`config.mk`:
```
export PLATFORM = sky130hd
export DESIGN_NAME = umo_channel
export DESIGN_NICKNAME = d
export VERILOG_FILES = /design/src/umo_pkg.sv /design/src/umo_fifo_mem.sv /design/src/umo_channel.sv
export VERILOG_INCLUDE_DIRS = /design/src
export SDC_FILE = /design/constraint.sdc
export NUM_CORES = 1
export LEC_CHECK = 0
export BUFFER_PORTS_ARGS = -buffer_cell sky130_fd_sc_hd__buf_2
export CORE_MARGIN = 2
export CORE_UTILIZATION = 30
export DETAILED_ROUTE_END_ITERATION = 16
export GPL_ROUTABILITY_DRIVEN = 0
export GPL_TIMING_DRIVEN = 1
export SYNTH_ARGS = -nofsm -noshare
export SYNTH_HDL_FRONTEND = slang
export SYNTH_SLANG_ARGS = --single-unit
```
`constraint.sdc`:
```
create_clock -name ref_clk -period 4.3 [get_ports ref_clk]
set_input_delay 0.215 -clock ref_clk [delete_from_list [all_inputs] [get_ports ref_clk]]
set_output_delay 0.215 -clock ref_clk [all_outputs]
set_load 0.02 [all_outputs]
```
`src/umo_cfg.svh`:
```
// register offsets, field positions, reset values and counts for the mode-one channel block
`ifndef UMO_CFG_SVH
`define UMO_CFG_SVH
`define UMO_ADDR_MODE 4'h0
`define UMO_ADDR_DATA 4'h1
`define UMO_ADDR_STATUS 4'h2
`define UMO_ADDR_CMD 4'h3
`define UMO_ADDR_OPR 4'h4
`define UMO_ADDR_MODE0 4'h5
`define UMO_ADDR_LEVEL 4'h6
`define UMO_M1_FLOW 7
`define UMO_M1_IRQ 6
`define UMO_M1_ERRM 5
`define UMO_M1_PAR_HI 4
`define UMO_M1_PAR_LO 3
`define UMO_M1_PTYPE 2
`define UMO_M1_LEN_HI 1
`define UMO_M1_LEN_LO 0
`define UMO_M0_IRQ 6
`define UMO_M0_FSIZE 3
`define UMO_MODE1_RST 8'h00
`define UMO_MODE2_RST 8'h00
`define UMO_MODE0_RST 8'h00
`define UMO_OPR_RST 8'h00
`define UMO_CMD_PTR 8'h01
`define UMO_CMD_RSTERR 8'h02
`define UMO_BIT_TIME_NS 8680
`define UMO_CLK_NS 100
`define UMO_BIT_CYC ((`UMO_BIT_TIME_NS + `UMO_CLK_NS - 1) / `UMO_CLK_NS)
`define UMO_LVL8_1 5'd3
`define UMO_LVL8_2 5'd6
`define UMO_LVL16_1 5'd8
`define UMO_LVL16_2 5'd12
`endif

```
`src/umo_pkg.sv`:
```
// types of the mode-one channel block
package umo_pkg;
  typedef enum logic [1:0] {
    UMO_PAR_WITH = 2'h0,
    UMO_PAR_FORCE = 2'h1,
    UMO_PAR_NONE = 2'h2,
    UMO_PAR_MDROP = 2'h3
  } umo_par_t;
  typedef enum logic [3:0] {
    UMO_RX_IDLE = 4'h1,
    UMO_RX_START = 4'h2,
    UMO_RX_DATA = 4'h4,
    UMO_RX_STOP = 4'h8
  } umo_rx_state_t;
endpackage : umo_pkg

```
`src/umo_fifo_mem.sv`:
```
// receive fifo storage, registered read data
`timescale 1ns/10ps
`default_nettype none
module umo_fifo_mem #(
  parameter int WIDTH = 12,
  parameter int DEPTH = 16,
  parameter int AW = 4
) (
  input wire logic ref_clk,
  input wire logic wr_en,
  input wire logic [AW-1:0] wr_addr,
  input wire logic [WIDTH-1:0] wr_data,
  input wire logic [AW-1:0] rd_addr,
  output logic [WIDTH-1:0] rd_data
);
  logic [WIDTH-1:0] mem [DEPTH];

  // storage has no reset, contents are qualified by the fifo count
  always_ff @(posedge ref_clk) begin
    if (wr_en) begin
      mem[wr_addr] <= wr_data;
    end
    rd_data <= mem[rd_addr];
  end
endmodule : umo_fifo_mem
`default_nettype wire

```
`src/umo_channel.sv`:
```
// uart channel with first mode register: flow control, error mode, parity and length
`timescale 1ns/10ps
`default_nettype none
`include "umo_cfg.svh"
module umo_channel #(
  parameter int BIT_CYC = `UMO_BIT_CYC
) (
  input wire logic ref_clk,
  input wire logic rst_b,
  input wire logic [3:0] addr,
  input wire logic [7:0] wdata,
  input wire logic wr_stb,
  input wire logic rd_stb,
  output logic [7:0] rdata,
  input wire logic rx_line,
  output logic tx_line,
  output logic request_to_send_a_n,
  output logic rx_irq
);
  localparam int DMAX = 16;
  localparam int AW = 4;
  localparam logic [15:0] BITC = 16'(BIT_CYC);

  logic [7:0] mode_one_r, mode_two_r, mode_zero_r, output_port_register;
  logic ptr_two_r;
  logic rx_flow_control_enable, error_accumulate_select, ptype, deep;
  logic [1:0] rx_irq_level;
  umo_pkg::umo_par_t pmode;
  logic [3:0] nbits;
  assign rx_flow_control_enable = mode_one_r[`UMO_M1_FLOW];
  assign error_accumulate_select = mode_one_r[`UMO_M1_ERRM];
  assign pmode = umo_pkg::umo_par_t'(mode_one_r[`UMO_M1_PAR_HI:`UMO_M1_PAR_LO]);
  assign ptype = mode_one_r[`UMO_M1_PTYPE];
  assign rx_irq_level = {mode_zero_r[`UMO_M0_IRQ], mode_one_r[`UMO_M1_IRQ]};
  assign deep = mode_zero_r[`UMO_M0_FSIZE];
  assign nbits = 4'd5 + {2'b00, mode_one_r[`UMO_M1_LEN_HI:`UMO_M1_LEN_LO]};

  // extra bit after data: parity or multidrop flag
  function automatic logic has_extra(input umo_pkg::umo_par_t m);
    return m != umo_pkg::UMO_PAR_NONE;
  endfunction
  // value of the extra bit for given data
  function automatic logic extra_bit(input umo_pkg::umo_par_t m, input logic t, input logic [7:0] d);
    unique case (m)
      umo_pkg::UMO_PAR_WITH: return (^d) ^ t;
      umo_pkg::UMO_PAR_FORCE: return t;
      umo_pkg::UMO_PAR_MDROP: return t;
      default: return 1'b0;
    endcase
  endfunction
  function automatic logic [7:0] mask_len(input logic [3:0] n, input logic [7:0] d);
    return d & ~(8'hff << n);
  endfunction
  // next fifo slot, wrapping at the selected depth rather than at the storage size
  function automatic logic [3:0] next_ptr(input logic [3:0] p, input logic [4:0] d);
    return (5'(p) + 5'd1 == d) ? 4'd0 : p + 4'd1;
  endfunction
  // frame image: start, data, optional extra bit, then stop ones
  function automatic logic [11:0] tx_frame(input umo_pkg::umo_par_t m, input logic t, input logic [3:0] n,
                                           input logic [7:0] d);
    logic [7:0] dm;
    dm = mask_len(n, d);
    return ((has_extra(m) ? {11'h7ff, extra_bit(m, t, dm)} : 12'hfff) << (n + 4'd1)) | {3'b000, dm, 1'b0};
  endfunction

  // register port decode
  logic wr_mode, rd_mode, wr_cmd, rd_data_hit;
  assign wr_mode = wr_stb && addr == `UMO_ADDR_MODE;
  assign rd_mode = rd_stb && addr == `UMO_ADDR_MODE;
  assign wr_cmd = wr_stb && addr == `UMO_ADDR_CMD;
  assign rd_data_hit = rd_stb && addr == `UMO_ADDR_DATA;

  // pointer: mode one after reset or the pointer command, mode two after any mode read or write
  always_ff @(posedge ref_clk or negedge rst_b) begin
    if (!rst_b) begin
      ptr_two_r <= 1'b0;
    end else if (wr_cmd && wdata == `UMO_CMD_PTR) begin
      ptr_two_r <= 1'b0;
    end else if (wr_mode || rd_mode) begin
      ptr_two_r <= 1'b1;
    end
  end

  // mode one and mode two registers share offset zero through the pointer
  always_ff @(posedge ref_clk or negedge rst_b) begin
    if (!rst_b) begin
      mode_one_r <= `UMO_MODE1_RST;
      mode_two_r <= `UMO_MODE2_RST;
      mode_zero_r <= `UMO_MODE0_RST;
      output_port_register <= `UMO_OPR_RST;
    end else if (wr_mode && !ptr_two_r) begin
      mode_one_r <= wdata;
    end else if (wr_mode) begin
      mode_two_r <= wdata;
    end else if (wr_stb && addr == `UMO_ADDR_MODE0) begin
      mode_zero_r <= wdata;
    end else if (wr_stb && addr == `UMO_ADDR_OPR) begin
      output_port_register <= wdata;
    end
  end

  // receive fifo bookkeeping; entry = {brk, pe, fe, flag, data}
  logic [AW-1:0] wp_r, rp_r;
  logic [4:0] cnt_r, depth;
  logic [11:0] head_q;
  logic push, pop, full;
  logic [11:0] push_data;
  assign depth = deep ? 5'd16 : 5'd8;
  assign full = cnt_r == depth;
  assign pop = rd_data_hit && cnt_r != 5'd0;

  umo_fifo_mem #(.WIDTH(12), .DEPTH(DMAX), .AW(AW)) u_mem (
    .ref_clk(ref_clk),
    .wr_en(push),
    .wr_addr(wp_r),
    .wr_data(push_data),
    .rd_addr(pop ? next_ptr(rp_r, depth) : rp_r),
    .rd_data(head_q)
  );

  // pointers wrap at the selected depth
  always_ff @(posedge ref_clk or negedge rst_b) begin
    if (!rst_b) begin
      wp_r <= '0;
      rp_r <= '0;
      cnt_r <= '0;
    end else begin
      if (push) wp_r <= next_ptr(wp_r, depth);
      if (pop) rp_r <= next_ptr(rp_r, depth);
      cnt_r <= cnt_r + 5'(push) - 5'(pop);
    end
  end

  // receiver state machine, mid-bit sampling
  umo_pkg::umo_rx_state_t rx_st_r;
  logic [15:0] rx_tmr_r;
  logic [3:0] rx_idx_r;
  logic [8:0] rx_sh_r;
  logic start_full, rx_tick, in_extra;
  assign rx_tick = rx_tmr_r == 16'd0;
  assign in_extra = rx_idx_r == nbits;
  always_ff @(posedge ref_clk or negedge rst_b) begin
    if (!rst_b) begin
      rx_st_r <= umo_pkg::UMO_RX_IDLE;
      rx_tmr_r <= '0;
      rx_idx_r <= '0;
      rx_sh_r <= '0;
    end else begin
      rx_tmr_r <= rx_tick ? '0 : rx_tmr_r - 16'd1;
      unique case (rx_st_r)
        umo_pkg::UMO_RX_IDLE: if (!rx_line) begin
          rx_st_r <= umo_pkg::UMO_RX_START;
          rx_tmr_r <= BITC >> 1;
        end
        umo_pkg::UMO_RX_START: if (rx_tick) begin
          rx_st_r <= rx_line ? umo_pkg::UMO_RX_IDLE : umo_pkg::UMO_RX_DATA;
          rx_tmr_r <= BITC - 16'd1;
          rx_idx_r <= '0;
          rx_sh_r <= '0;
        end
        umo_pkg::UMO_RX_DATA: if (rx_tick) begin
          rx_sh_r[rx_idx_r] <= rx_line;
          rx_tmr_r <= BITC - 16'd1;
          rx_idx_r <= rx_idx_r + 4'd1;
          // stop follows data and optional extra bit
          if ((rx_idx_r + 4'd1 == nbits && !has_extra(pmode)) || in_extra)
            rx_st_r <= umo_pkg::UMO_RX_STOP;
        end
        umo_pkg::UMO_RX_STOP: if (rx_tick) begin
          rx_st_r <= umo_pkg::UMO_RX_IDLE;
        end
      endcase
    end
  end
  // valid start bit confirmed at its middle while the fifo is full
  assign start_full = rx_st_r == umo_pkg::UMO_RX_START && rx_tick && !rx_line && full;

  // character finished at stop sample; held in the pending register when fifo full
  logic fin, overrun_r, pend_v_r;
  logic [11:0] pend_d_r, fresh;
  logic [7:0] rx_d;
  logic rx_x, pe, fe, brk;
  assign fin = rx_st_r == umo_pkg::UMO_RX_STOP && rx_tick;
  assign rx_d = mask_len(nbits, rx_sh_r[7:0]);
  assign rx_x = rx_sh_r[nbits];
  // parity check, multidrop keeps the flag
  assign pe = (pmode == umo_pkg::UMO_PAR_WITH || pmode == umo_pkg::UMO_PAR_FORCE) &&
              rx_x != extra_bit(pmode, ptype, rx_d);
  assign fe = !rx_line;
  assign brk = fe && rx_d == 8'h00 && !rx_x;
  assign fresh = {brk, pe, fe, pmode == umo_pkg::UMO_PAR_MDROP && (rx_x ^ ptype), rx_d};
  // the character that arrives on a full fifo waits here; it moves in once a slot frees
  assign push = !full && (pend_v_r || fin);
  assign push_data = pend_v_r ? pend_d_r : fresh;

  // overrun: a further character while one already waits is lost
  always_ff @(posedge ref_clk or negedge rst_b) begin
    if (!rst_b) begin
      overrun_r <= 1'b0;
      pend_v_r <= 1'b0;
      pend_d_r <= '0;
    end else begin
      if (pend_v_r && !full) begin
        pend_v_r <= fin;
        pend_d_r <= fresh;
      end else if (fin && full && !pend_v_r) begin
        pend_v_r <= 1'b1;
        pend_d_r <= fresh;
      end
      if (fin && full && pend_v_r) overrun_r <= 1'b1;
      else if (wr_cmd && wdata == `UMO_CMD_RSTERR) overrun_r <= 1'b0;
    end
  end

  // flow negation is separate from the opr bit
  logic flow_neg_r;
  always_ff @(posedge ref_clk or negedge rst_b) begin
    if (!rst_b) begin
      flow_neg_r <= 1'b0;
    end else if (!rx_flow_control_enable) begin
      flow_neg_r <= 1'b0;
    end else if (start_full) begin
      flow_neg_r <= 1'b1;
    end else if (!full) begin
      flow_neg_r <= 1'b0;
    end
  end
  // host-set opr bit drives the pin low (asserted)
  assign request_to_send_a_n = !output_port_register[0] || flow_neg_r;

  // queued flags, block mode accumulates head characters
  logic [2:0] blk_r, head_flags;
  logic head_new_r, push_new_r;
  assign head_flags = cnt_r != 5'd0 ? head_q[11:9] : 3'b000;
  // a push into an empty fifo reaches the registered head one cycle later than a pop
  always_ff @(posedge ref_clk or negedge rst_b) begin
    if (!rst_b) begin
      blk_r <= '0;
      head_new_r <= 1'b0;
      push_new_r <= 1'b0;
    end else begin
      push_new_r <= push && cnt_r == 5'd0;
      head_new_r <= pop || push_new_r;
      if (head_new_r && cnt_r != 5'd0) blk_r <= blk_r | head_q[11:9];
      else if (wr_cmd && wdata == `UMO_CMD_RSTERR) blk_r <= '0;
    end
  end
  logic [2:0] rep_flags;
  assign rep_flags = error_accumulate_select ? (blk_r | head_flags) : head_flags;

  logic [4:0] lvl;
  always_comb begin
    unique case (rx_irq_level)
      2'b00: lvl = 5'd1;
      2'b01: lvl = deep ? `UMO_LVL16_1 : `UMO_LVL8_1;
      2'b10: lvl = deep ? `UMO_LVL16_2 : `UMO_LVL8_2;
      2'b11: lvl = depth;
    endcase
  end
  assign rx_irq = cnt_r >= lvl;

  // transmitter: data written to data offset, one character at a time
  logic [11:0] tx_sh_r;
  logic [3:0] tx_left_r;
  logic [15:0] tx_tmr_r;
  always_ff @(posedge ref_clk or negedge rst_b) begin
    if (!rst_b) begin
      tx_sh_r <= '1;
      tx_left_r <= '0;
      tx_tmr_r <= '0;
    end else if (tx_left_r == 4'd0) begin
      // frame: start, data, optional extra bit, stop
      if (wr_stb && addr == `UMO_ADDR_DATA) begin
        tx_sh_r <= tx_frame(pmode, ptype, nbits, wdata);
        tx_left_r <= nbits + (has_extra(pmode) ? 4'd3 : 4'd2);
        tx_tmr_r <= BITC - 16'd1;
      end
    end else if (tx_tmr_r == 16'd0) begin
      tx_sh_r <= {1'b1, tx_sh_r[11:1]};
      tx_left_r <= tx_left_r - 4'd1;
      tx_tmr_r <= BITC - 16'd1;
    end else begin
      tx_tmr_r <= tx_tmr_r - 16'd1;
    end
  end
  assign tx_line = tx_left_r == 4'd0 ? 1'b1 : tx_sh_r[0];

  // read data one cycle after the strobe; fifo head is registered in memory
  logic [3:0] raddr_r;
  logic rd_r, rptr_r;
  always_ff @(posedge ref_clk or negedge rst_b) begin
    if (!rst_b) begin
      raddr_r <= '0;
      rd_r <= 1'b0;
      rptr_r <= 1'b0;
    end else begin
      raddr_r <= addr;
      rd_r <= rd_stb;
      rptr_r <= ptr_two_r;
    end
  end
  logic [7:0] data_hold_r;
  always_ff @(posedge ref_clk or negedge rst_b) begin
    if (!rst_b) data_hold_r <= '0;
    else if (rd_data_hit) data_hold_r <= head_q[7:0];
  end
  always_comb begin
    rdata = 8'h00;
    if (rd_r) begin
      unique case (raddr_r)
        `UMO_ADDR_MODE: rdata = rptr_r ? mode_two_r : mode_one_r;
        `UMO_ADDR_DATA: rdata = data_hold_r;
        `UMO_ADDR_STATUS: rdata = {rep_flags, overrun_r, head_q[8], full, 1'b0, cnt_r != 5'd0};
        `UMO_ADDR_OPR: rdata = output_port_register;
        `UMO_ADDR_MODE0: rdata = mode_zero_r;
        `UMO_ADDR_LEVEL: rdata = {3'b000, cnt_r};
        default: rdata = 8'h00;
      endcase
    end
  end

  // pointer advances after a mode access
  chk_ptr_advance: assert property (@(posedge ref_clk) disable iff (!rst_b)
    (wr_mode || rd_mode) && !(wr_cmd) |=> ptr_two_r) else $error("pointer did not advance");
  chk_no_flow_neg: assert property (@(posedge ref_clk) disable iff (!rst_b)
    !rx_flow_control_enable && output_port_register[0] |=> !request_to_send_a_n || rx_flow_control_enable)
    else $error("rts negated without flow control");
  chk_start_full: assert property (@(posedge ref_clk) disable iff (!rst_b)
    start_full && rx_flow_control_enable |=> request_to_send_a_n) else $error("rts not negated");
  // opr bit untouched by flow negation
  chk_opr_kept: assert property (@(posedge ref_clk) disable iff (!rst_b)
    start_full && !wr_stb |=> $stable(output_port_register)) else $error("opr changed by flow");
  chk_overrun: assert property (@(posedge ref_clk) disable iff (!rst_b)
    fin && full && pend_v_r |=> overrun_r) else $error("overrun not flagged");
  chk_char_mode: assert property (@(posedge ref_clk) disable iff (!rst_b)
    !error_accumulate_select |-> rep_flags == head_flags) else $error("char mode flags wrong");
  // block flags only grow until reset-error
  chk_block_hold: assert property (@(posedge ref_clk) disable iff (!rst_b)
    !(wr_cmd && wdata == `UMO_CMD_RSTERR) |=> (blk_r & $past(blk_r)) == $past(blk_r))
    else $error("block flags lost");
  // irq at one byte for level zero
  chk_irq_level: assert property (@(posedge ref_clk) disable iff (!rst_b)
    rx_irq_level == 2'b00 |-> rx_irq == (cnt_r != 5'd0)) else $error("irq level wrong");
  chk_tx_len: assert property (@(posedge ref_clk) disable iff (!rst_b)
    wr_stb && addr == `UMO_ADDR_DATA && tx_left_r == 4'd0 |=> tx_left_r == nbits + (has_extra(pmode) ? 4'd3 : 4'd2))
    else $error("tx frame length wrong");
  cov_flow: cover property (@(posedge ref_clk) disable iff (!rst_b) start_full && rx_flow_control_enable);
  cov_overrun: cover property (@(posedge ref_clk) disable iff (!rst_b) fin && full);
  cov_block: cover property (@(posedge ref_clk) disable iff (!rst_b) error_accumulate_select && blk_r != 3'b000);
endmodule : umo_channel
`default_nettype wire

```
# Word level (Yosys, flattened, before mapping)
# Memories as Yosys holds them, arrays and structs flattened. A register that Yosys moved wholly into a read port is not among the register bits.
# Cells that the tools add are included.
[totals]
memories = 1
reg_bits = 145
output_inout_bits = 11
wordCells = 225
mem_bits_rw = 192
[memory_table]
columns = ["name", "depth", "word_bits", "read_ports", "rd_ports_with_merged_regs", "wr", "line", "source"]
rows = [
  ["u_mem.mem", 16, 12, 1, 1, 1, "umo_fifo_mem.sv:16", "logic [WIDTH-1:0] mem [DEPTH];"],
]
[op_classes]
mux = 66
bitwise_logic = 12
order_cmp = 4
n_shift = 2
addsub = 13
n_reduce_logical = 67
n_eq_ne = 34
[op_table]
columns = ["cell", "n"]
rows = [
  ["$mux W16", 6],
  ["$mux W12", 6],
  ["$mux W4", 15],
  ["$pmux W8 S6", 1],
  ["$logic_not A16 Y1", 2],
  ["$pmux W16 S2", 1],
  ["$sub A16 B1 Y16 const B", 2],
  ["$logic_and A1 B1 Y1", 28],
  ["$eq A4 B3 Y1 const B", 6],
  ["$pmux W5 S4", 1],
  ["$mux W1", 18],
  ["$mux W9", 2],
  ["$pmux W9 S2", 1],
  ["$add A4 B1 Y4 const B", 4],
  ["$and A8 B8 Y8", 2],
  ["$mux W8", 2],
  ["$pmux W4 S4", 1],
  ["$reduce_xor A8 Y1", 2],
  ["$eq A5 B5 Y1", 3],
  ["$mux W3", 5],
  ["$eq A4 B1 Y1 const B", 3],
  ["$eq A4 B2 Y1 const B", 3],
  ["$logic_not A4 Y1", 3],
  ["$ne A2 B2 Y1 const B", 6],
  ["other kinds (43)", 75],
]

# Logic depth before layout (Yosys ltp)
# Gate-level depths: netlist of run 1.
[logic_depth]
word_depth = 14
ltp_mapped = 19

# Modules after synthesis
# Synthesis of run 1 repeated with hierarchy kept, for this count alone.
[hier_totals]
cells_unflattened = 1163
hier_area_um2 = 15745.1
[modules_own_cells]
columns = ["mod", "n_inst", "cells_per_inst", "area_per_inst_um2", "seq_area_each_um2"]
rows = [
  ["umo_channel", 1, 834, 8145.3, 3644.7],
  ["umo_fifo_mem", 1, 329, 7599.8, 6005.8],
]

# Worst setup path before layout of run 1
# Ideal clock, no wire load.
[synth_path]
kind = "flip-flop to flip-flop"
start = "reg rx_tmr_r[0]"
end = "reg cnt_r[4]"
arrival_ps = 3575
stages_incl_launch_ff = 20
setup_time_ps = 125
slack_ps = 600
synth_period_minus_slack_ps = 3700
path_cell_list = "dfrtp_1 inv_1 ha_1 or4b_4 or4_4 buf_6 nor4b_2 o21a_1 buf_6 inv_1 ha_1 inv_1 ha_1 inv_1 fa_1 inv_1 a21oi_1 nor2_1 nor2_1 xnor2_1"
[synth_between]
elab_chain_cells = 6
[synth_lines]
columns = ["item", "line", "source"]
rows = [
  ["from (decl)", "umo_channel.sv:136", "logic [15:0] rx_tmr_r;"],
  ["from (signal assigned)", "umo_channel.sv:149", "rx_tmr_r <= rx_tick ? '0 : rx_tmr_r - 16'd1;"],
  ["from (signal assigned)", "umo_channel.sv:153", "rx_tmr_r <= BITC >> 1;"],
  ["from (signal assigned)", "umo_channel.sv:157", "rx_tmr_r <= BITC - 16'd1;"],
  ["$logic_not A16 Y1", "umo_channel.sv:140", "assign rx_tick = rx_tmr_r == 16'd0;"],
  ["$logic_and A1 B1 Y1", "umo_channel.sv:183", "assign fin = rx_st_r == umo_pkg::UMO_RX_STOP && rx_tick;"],
  ["$logic_or A1 B1 Y1", "umo_channel.sv:193", "assign push = !full && (pend_v_r || fin);"],
  ["$logic_and A1 B1 Y1", "umo_channel.sv:193", ""],
  ["$add A5 B1 Y5", "umo_channel.sv:130", "cnt_r <= cnt_r + 5'(push) - 5'(pop);"],
  ["$sub A5 B1 Y5", "umo_channel.sv:130", ""],
  ["to (signal assigned)", "umo_channel.sv:130", ""],
  ["to (decl)", "umo_channel.sv:104", "logic [4:0] cnt_r, depth;"],
]
# No other way between the ends.
# A chain may end at the register's enable or synchronous reset.

# Worst setup path in the final report of run 1
# Same ends and word-level chain as after synthesis.

==> results by group, run 1 <==
Global route
  • Grt total ovfl: 0
  • Largest net degree at the start of global routing: 82
  • Initial antenna violation count: 0
  • Number of global-route vias before repair: 10.9k
  • GRT Total Usage: 14.1%
  • Global-route wire length before repair: 62700 um

Synth
  • Post-Syn Area: 16000 um^2
  • Top cell type's share of synthesized area: 35.9%
  • Synth unique cells: 77
  • Yosys warning count: 0
  • Most instantiated cells after synthesis: 192 x edfxtp_1, 150 x nand2_1, 132 x dfrtp_1, 97 x nor2_1, 81 x o21ai_0
  • Syn Nets: 1426
  • Top-count cell post-synth: edfxtp_1
  • Seq/Total Area, Yosys: 60.2%
  • Top post-synthesis cells by area: edfxtp_1 36%, dfrtp_1 21%, mux2_2 3.6%
  • Yosys top cell by area: edfxtp_1
  • Ys async rst share: 41.5%
  • Average cell area after synthesis: 11.7 um^2
  • Flop and latch count out of synthesis: 349
  • Synthesized instance count: 1369
  • Post-synth EDFFs: 192
  • Most used DFF post-synth: edfxtp_1

Worst setup path
  • Crit path required time: 4740 ps
  • Crit-path max cell delay: 500 ps
  • Crit path max-delay family: simple AND/OR/NAND/NOR gates
  • CP max-delay cell: or4_4
  • Worst path bufs/invs: 6
  • Setup CP Type: register to register
  • Setup crit start kind: register
  • Critical Path AT: 4300 ps
  • Critical path's most frequent cell: inv_1
  • CP Max Fanout: 7
  • Crit-path cells: inv_1 > ha_1 > or4b_4 > or4_4 > nor4b_2 > buf_4 > o21a_1 > inv_1 > ha_1 > inv_1 > ha_1 > inv_1 > fa_1 > inv_1 > a21oi_1 > nor2_1 > nor2_1 > xnor2_1
  • Nature of the critical path endpoint: register

Floorplanning
  • Rows: 84
  • Die height: 235 um
  • Core Area: 52700 um^2
  • Initial Util: 30.5%
  • I/O pin count: 28
  • Die area: 55300 um^2
  • Die width: 235 um

Drt
  • Initial drt markers: 917
  • Vias per inst: 5.17
  • Routed wire length: 39300 um
  • Via count: 11.1k
  • WL per Instance: 18.4 um
  • DRC: 0
  • Post-route ant nets: 0
  • First-pass DRT Iterations: 7

Placed design
  • Buffers on Ports: 27
  • Post-DP Area: 17200 um^2
  • Detailed placement HPWL: 26000 um

Outcome
  • Status: finished, final reports clean

Job
  • Max cap viols: 0

Cells and area
  • Ant diodes: 0
  • Final Instance Area: 18500 um^2
  • Proportion of layout cells with a drive suffix above 1: 15.7%
  • Area delta synth->final: 15.7%
  • Nets: 1478
  • Fill cells: 5077

CTS
  • CTS Root Cell: clkbuf_16
  • CTS tree: yes
  • CTS resizes: 0
  • # Post-CTS Setup Buffers: 0
  • Worst-Skew Late Latency: 560 ps
  • Buffer depth of the longest clock path: 3
  • H-tree Lvls: 2
  • CTS buffer count: 38
  • CTS Sinks: 349
  • CTS clk-pin slew, worst paths: 60 ps

Power
  • PwrDens: 512 nW/um^2
  • VDD IR max: 365 uV
  • Leak: 0.00704 uW

STA
  • Crit share post-route: 89.9%
  • Fin. Hold Viols: 0
  • Setup violators final: 0
  • Slew Viols, Final: 0
  • Peak Freq: 0.259 GHz
  • Headroom to the max-slew limit: 25.2%
  • Fin crit period: 3870 ps
  • Setup TNS: 0 ps
  • Final Skew: 27.3 ps
  • RSZ-0062 raised after global routing: false
  • Hold slack: 23.0 ps
  • Worst-margin pin slew: 1110 ps

Worst hold path
  • Hold WC Path Type: input pin to register
-- flip-flops by register name, summed over array words and instances (netlist names), 9 cells and up --
name,cells
tx_tmr_r,16
rx_tmr_r,16
tx_sh_r,12
u_mem.rd_data,12
pend_d_r,12
u_mem.mem,192
rx_sh_r,9
-- worst min-delay path, stage by stage --
cell and delay, ps:
buf_2 170, nor2_1 120, a211oi_1 70
-- cell type report --
cell class | count | area, um^2 | share of cell area, %
Timing Repair Buffer | 87 | 642 | 3.46
Clock inverter | 24 | 245 | 1.32
Inverter | 56 | 210 | 1.13
Tap cell | 688 | 861 | 4.64
Clock buffer | 46 | 1020 | 5.51
Sequential cell | 349 | 9650 | 52.0
Multi-Input combinational cell | 889 | 5920 | 31.9
-- per-stage QoR --
stage	util, %	total power, uW	worst slack, ps	std cells
finish	35.2	9500	434	2139
global route	35.2	9990	146	2139
CTS	35.2	9580	413	2139
detailed placement	32.6	6230	420	2059
global placement	32.6	6170	476	2059
floorplan	-	5500	600	1369
-- power breakdown --
part / total, uW / leakage, uW / internal, uW / switching, uW
logic: 2070 / 0.00289 / 818 / 1250
registers: 4110 / 0.00352 / 3800 / 308
clock network: 3320 / 0.000633 / 1950 / 1370
total: 9500 / 0.00704 / 6570 / 2930
-- kinds of logic (layout without fill, tap and decap cells) --
group | after synthesis | count (layout) | share of synthesized area (%)
XOR/XNOR | 45 | 45 | 2.63
AND/OR/NAND/NOR | 447 | 447 | 13.8
AO/OA/AOI/OAI | 292 | 292 | 12.4
flip-flops | 349 | 349 | 60.2
buffers and inverters | 131 | 213 | 3.27
multiplexers | 64 | 64 | 4.50
adder cells (fa/ha/maj) | 41 | 41 | 3.23
-- placed cells by master, fill, tap and decap left out, types with 39 or more instances in the layout --
cell type / Yosys / routed
nor2_1: 97 / 96
a211oi_1: 39 / 39
mux2_2: 51 / 51
clkbuf_16: 0 / 39
o21ai_0: 81 / 71
and3_1: 40 / 40
inv_1: 55 / 55
nand2_1: 150 / 150
buf_4: 2 / 48
dfrtp_1: 132 / 132
a21oi_1: 48 / 48
edfxtp_1: 192 / 192
nand3_1: 39 / 39
ha_1: 39 / 39
-- worst paths after layout --
kind	from	endpoint	slack, ps	depth (start not counted)
max in group asynchronous	rst_b	pend_d_r[10]	2990	3
worst max register to register	rx_tmr_r[0]	cnt_r[4]	430	18
worst min register to register	ptr_two_r	rptr_r	450	0
worst min-delay path	wdata[4]	tx_sh_r[5]	20	3
min in group asynchronous	rst_b	tx_tmr_r[9]	270	2
worst max-delay path	rx_tmr_r[0]	cnt_r[4]	430	18
-- layer usage --
layer	global-route usage, %	share of wire, %
met5	0	0
met4	3.89	2.3
met3	2.47	5.1
met2	23.3	48
met1	19.1	45
-- repair_timing --
item / 4_1_cts / 5_1_grt
hold endpoints to repair: 79 / 0
setup endpoints to repair: 0 / 0
hold buffers: 10 / 0
Note: power is estimated with default switching activity, not from simulation.
==> run 2, diff against run 1 <==
CAP_MARGIN = 5   (was unset)
CTS_BUF_LIST = sky130_fd_sc_hd__clkbuf_4 sky130_fd_sc_hd__clkbuf_8 sky130_fd_sc_hd__clkbuf_16   (was unset)
RECOVER_POWER = 50   (was unset)
==> run 2 against run 1 <==
  * The run now ends with capacitance limit, slew limit left
  * Routed wire length increased by 0.17%
  * Sequential cell count unchanged
  * First-iteration DRC count decreased by 9.9%
  * Final area decreased by 0.30%
  * Via count decreased by 0.26%
  * Combinational power about the same
  * Fmax decreased by 0.17%
  * Total power increased by 0.34%
  * Global-route usage unchanged
  * Non-clock buffer count unchanged
  * Highest routed layer unchanged
==> results by group, run 2 (synthesis results as in run 1) <==
Global route
  • Largest net degree at the start of global routing: 82
  • Global-route wire length before repair: 62700 um
  • Met1 usage: 19.1%
  • Met3 Use GR: 2.47%
  • Number of global-route vias before repair: 10.9k
  • Initial antenna violation count: 0
  • Routing usage on met2: 23.3%
  • GRT busiest layer: met2
  • Grt total ovfl: 0
  • GRT Total Usage: 14.1%

Worst setup path
  • Critical Path Start: rx_tmr_r[0]
  • Setup crit start kind: register
  • Nature of the critical path endpoint: register
  • CP Max Fanout: 7
  • Crit path required time: 4740 ps
  • Setup CP Type: register to register
  • Critical Path AT: 4310 ps
  • Reg2Reg Depth: 18
  • Reg2reg start: rx_tmr_r[0]

Placed design
  • Detailed placement HPWL: 26000 um
  • Post-DP Area: 17200 um^2
  • Dpl ws: 420 ps
  • Buffers on Ports: 27

Worst hold path
  • Hold path cells: 3
  • Hold path startpoint: wdata[4]
  • Hold WC Path Type: input pin to register

STA
  • Final Skew: 27.3 ps
  • Fin. Hold Viols: 0
  • Slew Viols, Final: 145
  • RSZ-0062 raised after global routing: false
  • Peak Freq: 0.258 GHz
  • Headroom to the max-slew limit: -61.5%
  • Crit share post-route: 90.1%
  • Setup violators final: 0
  • Fin crit period: 3870 ps
  • Worst-margin pin slew: 2400 ps
  • Setup TNS: 0 ps
  • Worst Setup Slack, final: 427 ps

CTS
  • CTS Hold Bufs: 10
  • # Post-CTS Setup Buffers: 0
  • Buffer depth of the longest clock path: 3
  • H-tree Lvls: 2
  • Worst-Skew Late Latency: 560 ps
  • CTS buffer count: 38
  • CTS clk-pin slew, worst paths: 60 ps
  • CTS Root Cell: clkbuf_16
  • CTS Sinks: 349
  • CTS tree: yes
  • CTS resizes: 0

Drt
  • First-pass DRT Iterations: 5
  • Post-route ant nets: 0
  • Via count: 11.0k
  • Initial drt markers: 826
  • Vias per inst: 5.15
  • Routed wire length: 39300 um
  • DRC: 0
  • WL per Instance: 18.4 um

Floorplanning
  • Initial Util: 30.5%
  • Rows: 84
  • I/O pin count: 28
  • Core Area: 52700 um^2
  • Die width: 235 um
  • Die area: 55300 um^2
  • Die height: 235 um

Power
  • Leak: 0.00699 uW
  • VDD IR max: 364 uV
  • Pwr Total: 9530 uW
  • PwrDens: 515 nW/um^2

Outcome
  • Status: finished, violations left
  • Failing checks: capacitance limit, slew limit

Cells and area
  • Ant diodes: 0
  • Commonest non-fill, non-tap cell in the layout: edfxtp_1
  • Area delta synth->final: 15.3%
  • Biggest register: u_mem.mem
  • Most frequent cells in the layout: 192 x edfxtp_1, 150 x nand2_1, 132 x dfrtp_1
  • Final Instance Area: 18500 um^2
  • Proportion of layout cells with a drive suffix above 1: 14.6%
  • Nets: 1478
  • Largest regs: u_mem.mem (192), rx_tmr_r (16), tx_tmr_r (16)
  • Largest register FFs: 192

Job
  • Max cap viols: 4
-- run 2: changes by cell type in the layout (fill, tap and decap cells not counted), moves of 2 or more --
cell / delta
o21ai_0: +9
o21ai_1: -8
buf_2: -6
clkbuf_4: +5
clkbuf_2: +2
buf_4: -12
clkbuf_1: +12
-- run 2: path summary, 6_finish.rpt --
path / end / slack (ps)
setup / recovery: cnt_r[4] / 430
hold / removal: tx_sh_r[5] / 20
setup reg to reg: cnt_r[4] / 430
hold reg to reg: rptr_r / 430
max in group asynchronous: rx_tmr_r[11] / 1120
min in group asynchronous: tx_tmr_r[9] / 780
-- run 2: report_power, final --
group          leakage [uW]  switching, uW  internal [uW]  total, uW
Combinational       0.00282           1250            814       2070
Sequential          0.00352            308           3800       4110
Clock              0.000650           1370           1980       3360
-- run 2: cell type report --
type / instances / area (um^2)
Inverter: 56 / 210
Tap cell: 688 / 861
Clock buffer: 46 / 1040
Multi-Input combinational cell: 889 / 5900
Timing Repair Buffer: 87 / 584
Sequential cell: 349 / 9650
Fill cell: 5094 / 34200
Clock inverter: 24 / 245
-- run 2: critical path, stage by stage (launching register included) --
cell,delay [ps]
dfrtp_1,380
inv_1,80
ha_1,210
or4b_4,490
or4_4,500
nor4b_2,290
buf_4,190
o21a_1,180
inv_1,80
ha_1,290
inv_1,60
ha_1,160
inv_1,60
fa_1,400
inv_1,70
a21oi_1,60
nor2_1,90
nor2_1,60
xnor2_1,120
-- run 2: per-stage QoR --
stage / hold slack [ps] / cells / util [%]
after floorplan: -80.6 / 1369 / -
after global routing: 12.2 / 2139 / 35.1
final: 21.9 / 2139 / 35.1
after CTS: 10.1 / 2139 / 35.3
after detailed placement: 325 / 2059 / 32.6
after global placement: 324 / 2059 / 32.6
-- run 2: per-layer routing --
metal | vias up | part of all wire (%)
li1 | 5138 | -
met1 | 5554 | 45
met2 | 275 | 48
met3 | 57 | 4.7
met4 | 0 | 2.2
met5 | - | 0
==> run 3, diff against run 2 <==
CORE_UTILIZATION = 55   (was 30)
PLACE_DENSITY = 0.71   (was unset)
==> run 3 against run 2 <==
  * The flow still finishes with violations (capacitance limit, slew limit)
  * Non-clock buffer count decreased by 11
  * Final area is 2.4% lower
  * Cell count fell by 15%
  * First-iteration DRC count rose by 30%
  * Critical path depth did not move
  * Highest routed layer unchanged
  * Clock-buffer cell count increased by 7
  * Clock skew increased by 8.8 ps
==> results by group, run 3 (synthesis results as in run 1) <==
Drt
  • WL per Instance: 20.4 um
  • First-pass DRT Iterations: 5
  • Vias per inst: 6.07
  • Post-route ant nets: 0
  • DRC: 0
  • Routed wire length: 37100 um
  • Via count: 11.1k
  • Initial drt markers: 1076

STA
  • Setup violators final: 0
  • Fin crit period: 3920 ps
  • Worst-margin pin slew: 2800 ps
  • Peak Freq: 0.255 GHz
  • Hold slack: 57.9 ps
  • Setup TNS: 0 ps
  • Final Skew: 36.1 ps
  • Slew Viols, Final: 214
  • Crit share post-route: 91.2%
  • RSZ-0062 raised after global routing: false
  • Headroom to the max-slew limit: -86.8%
  • Fin. Hold Viols: 0

Power
  • PwrDens: 523 nW/um^2
  • Pwr Total: 9440 uW
  • VDD IR max: 354 uV
  • Leak: 0.00695 uW

Worst setup path
  • CP max-delay cell: or4_4
  • Crit-path cells: inv_1 > ha_1 > or4b_1 > or4_4 > nor4b_2 > buf_4 > o21a_1 > inv_1 > ha_1 > inv_1 > ha_1 > inv_1 > fa_1 > inv_1 > a21oi_1 > nor2_1 > nor2_1 > xnor2_1
  • Critical path's most frequent cell: inv_1
  • Crit-path max cell delay: 520 ps
  • Nature of the critical path endpoint: register
  • CP Max Fanout: 7
  • Worst path bufs/invs: 6
  • Setup crit start kind: register
  • Critical Path AT: 4330 ps
  • Crit path required time: 4710 ps
  • Crit path depth: 18
  • Crit path max-delay family: simple AND/OR/NAND/NOR gates
  • Setup CP Type: register to register
  • Reg2Reg Depth: 18

Worst hold path
  • Hold path cells: 2
  • Hold WC Path Type: input pin to register

CTS
  • Buffer depth of the longest clock path: 3
  • # Post-CTS Setup Buffers: 0
  • Worst-Skew Late Latency: 550 ps
  • CTS Hold Bufs: 10
  • CTS tree: yes
  • CTS Root Cell: clkbuf_16
  • H-tree Lvls: 2
  • CTS resizes: 0
  • CTS clk-pin slew, worst paths: 70 ps
  • CTS buffer count: 37
  • CTS Sinks: 349

Global route
  • Initial antenna violation count: 0
  • Global-route wire length before repair: 59200 um
  • Number of global-route vias before repair: 10.8k
  • Grt total ovfl: 0
  • GRT busiest layer: met2
  • GRT Total Usage: 24.5%
  • Routing usage on met2: 39.7%
  • Met1 usage: 34.5%
  • Largest net degree at the start of global routing: 112
  • Met3 Use GR: 3.48%

Cells and area
  • Proportion of layout cells with a drive suffix above 1: 14.2%
  • Most frequent cells in the layout: 192 x edfxtp_1, 150 x nand2_1, 132 x dfrtp_1
  • Seq. cell area: 9650 um^2
  • Commonest non-fill, non-tap cell in the layout: edfxtp_1
  • Area of the multi-input gates: 5900 um^2
  • Biggest register: u_mem.mem
  • Ant diodes: 0
  • Area delta synth->final: 12.5%
  • Largest regs: u_mem.mem (192), rx_tmr_r (16), tx_tmr_r (16)
  • Largest register FFs: 192
  • Nets: 1466
  • Final Instance Area: 18000 um^2
  • Fill cells: 2186

Placed design
  • Detailed placement HPWL: 23600 um
  • Buffers on Ports: 27
  • Post-DP Area: 16700 um^2

Job
  • Max cap viols: 7

Floorplanning
  • Die area: 30500 um^2
  • Core Area: 28700 um^2
  • Die height: 175 um
  • Initial Util: 55.9%
  • I/O pin count: 28
  • Die width: 175 um
  • Rows: 62

Outcome
  • Failing checks: capacitance limit, slew limit
  • Status: finished, violations left
==> run 3: changes by cell type in the layout (fill, tap and decap cells not counted), moves of 2 or more <==
cell        change
clkinv_1        -3
buf_4           -7
nor3_2          +2
nor3_1          -2
clkbuf_4        +2
clkinvlp_4      +3
clkinv_4        -3
clkinv_2        -6
clkbuf_1        -2
clkbuf_8        +7
clkbuf_16       -2
==> run 3: per-stage QoR <==
step	worst slack (ps)	util, %	instances
floorplan	600	-	1369
global placement	476	58.2	1743
detailed placement	375	58.2	1743
CTS	376	63.1	1821
global route	113	62.9	1822
finish	380	62.9	1822
==> run 3: path summary, 6_finish.rpt <==
| check | start | to | slack, ps |
|---|---|---|---|
| setup / recovery | rx_tmr_r[0] | cnt_r[4] | 380 |
| hold / removal | wdata[5] | mode_zero_r[5] | 60 |
| setup reg to reg | rx_tmr_r[0] | cnt_r[4] | 380 |
| hold reg to reg | push_new_r | head_new_r | 440 |
| max in group asynchronous | rst_b | pend_d_r[0] | 1100 |
| min in group asynchronous | rst_b | tx_tmr_r[13] | 1060 |
==> run 3: where the power goes <==
group	switching, uW	total (uW)	internal (uW)
Sequential	313	4110	3800
Clock	1330	3330	1990
Combinational	1220	2010	785
==> run 3: layout make-up <==
type | count | share of cell area, %
clock buffers | 53 | 6.11
multi-input cells | 889 | 32.7
flip-flops and latches | 349 | 53.5
clock inverters | 15 | 1.15
well taps | 384 | 2.66
inverters | 56 | 1.16
repair buffers | 76 | 2.77
==> run 3: per-layer routing <==
| layer | vias to the layer above | wire [um] |
|---|---|---|
| met3 | 76 | 2230 |
| met2 | 378 | 17700 |
| li1 | 5116 | - |
| met1 | 5497 | 16300 |
| met4 | 0 | 939 |
| met5 | - | 0 |
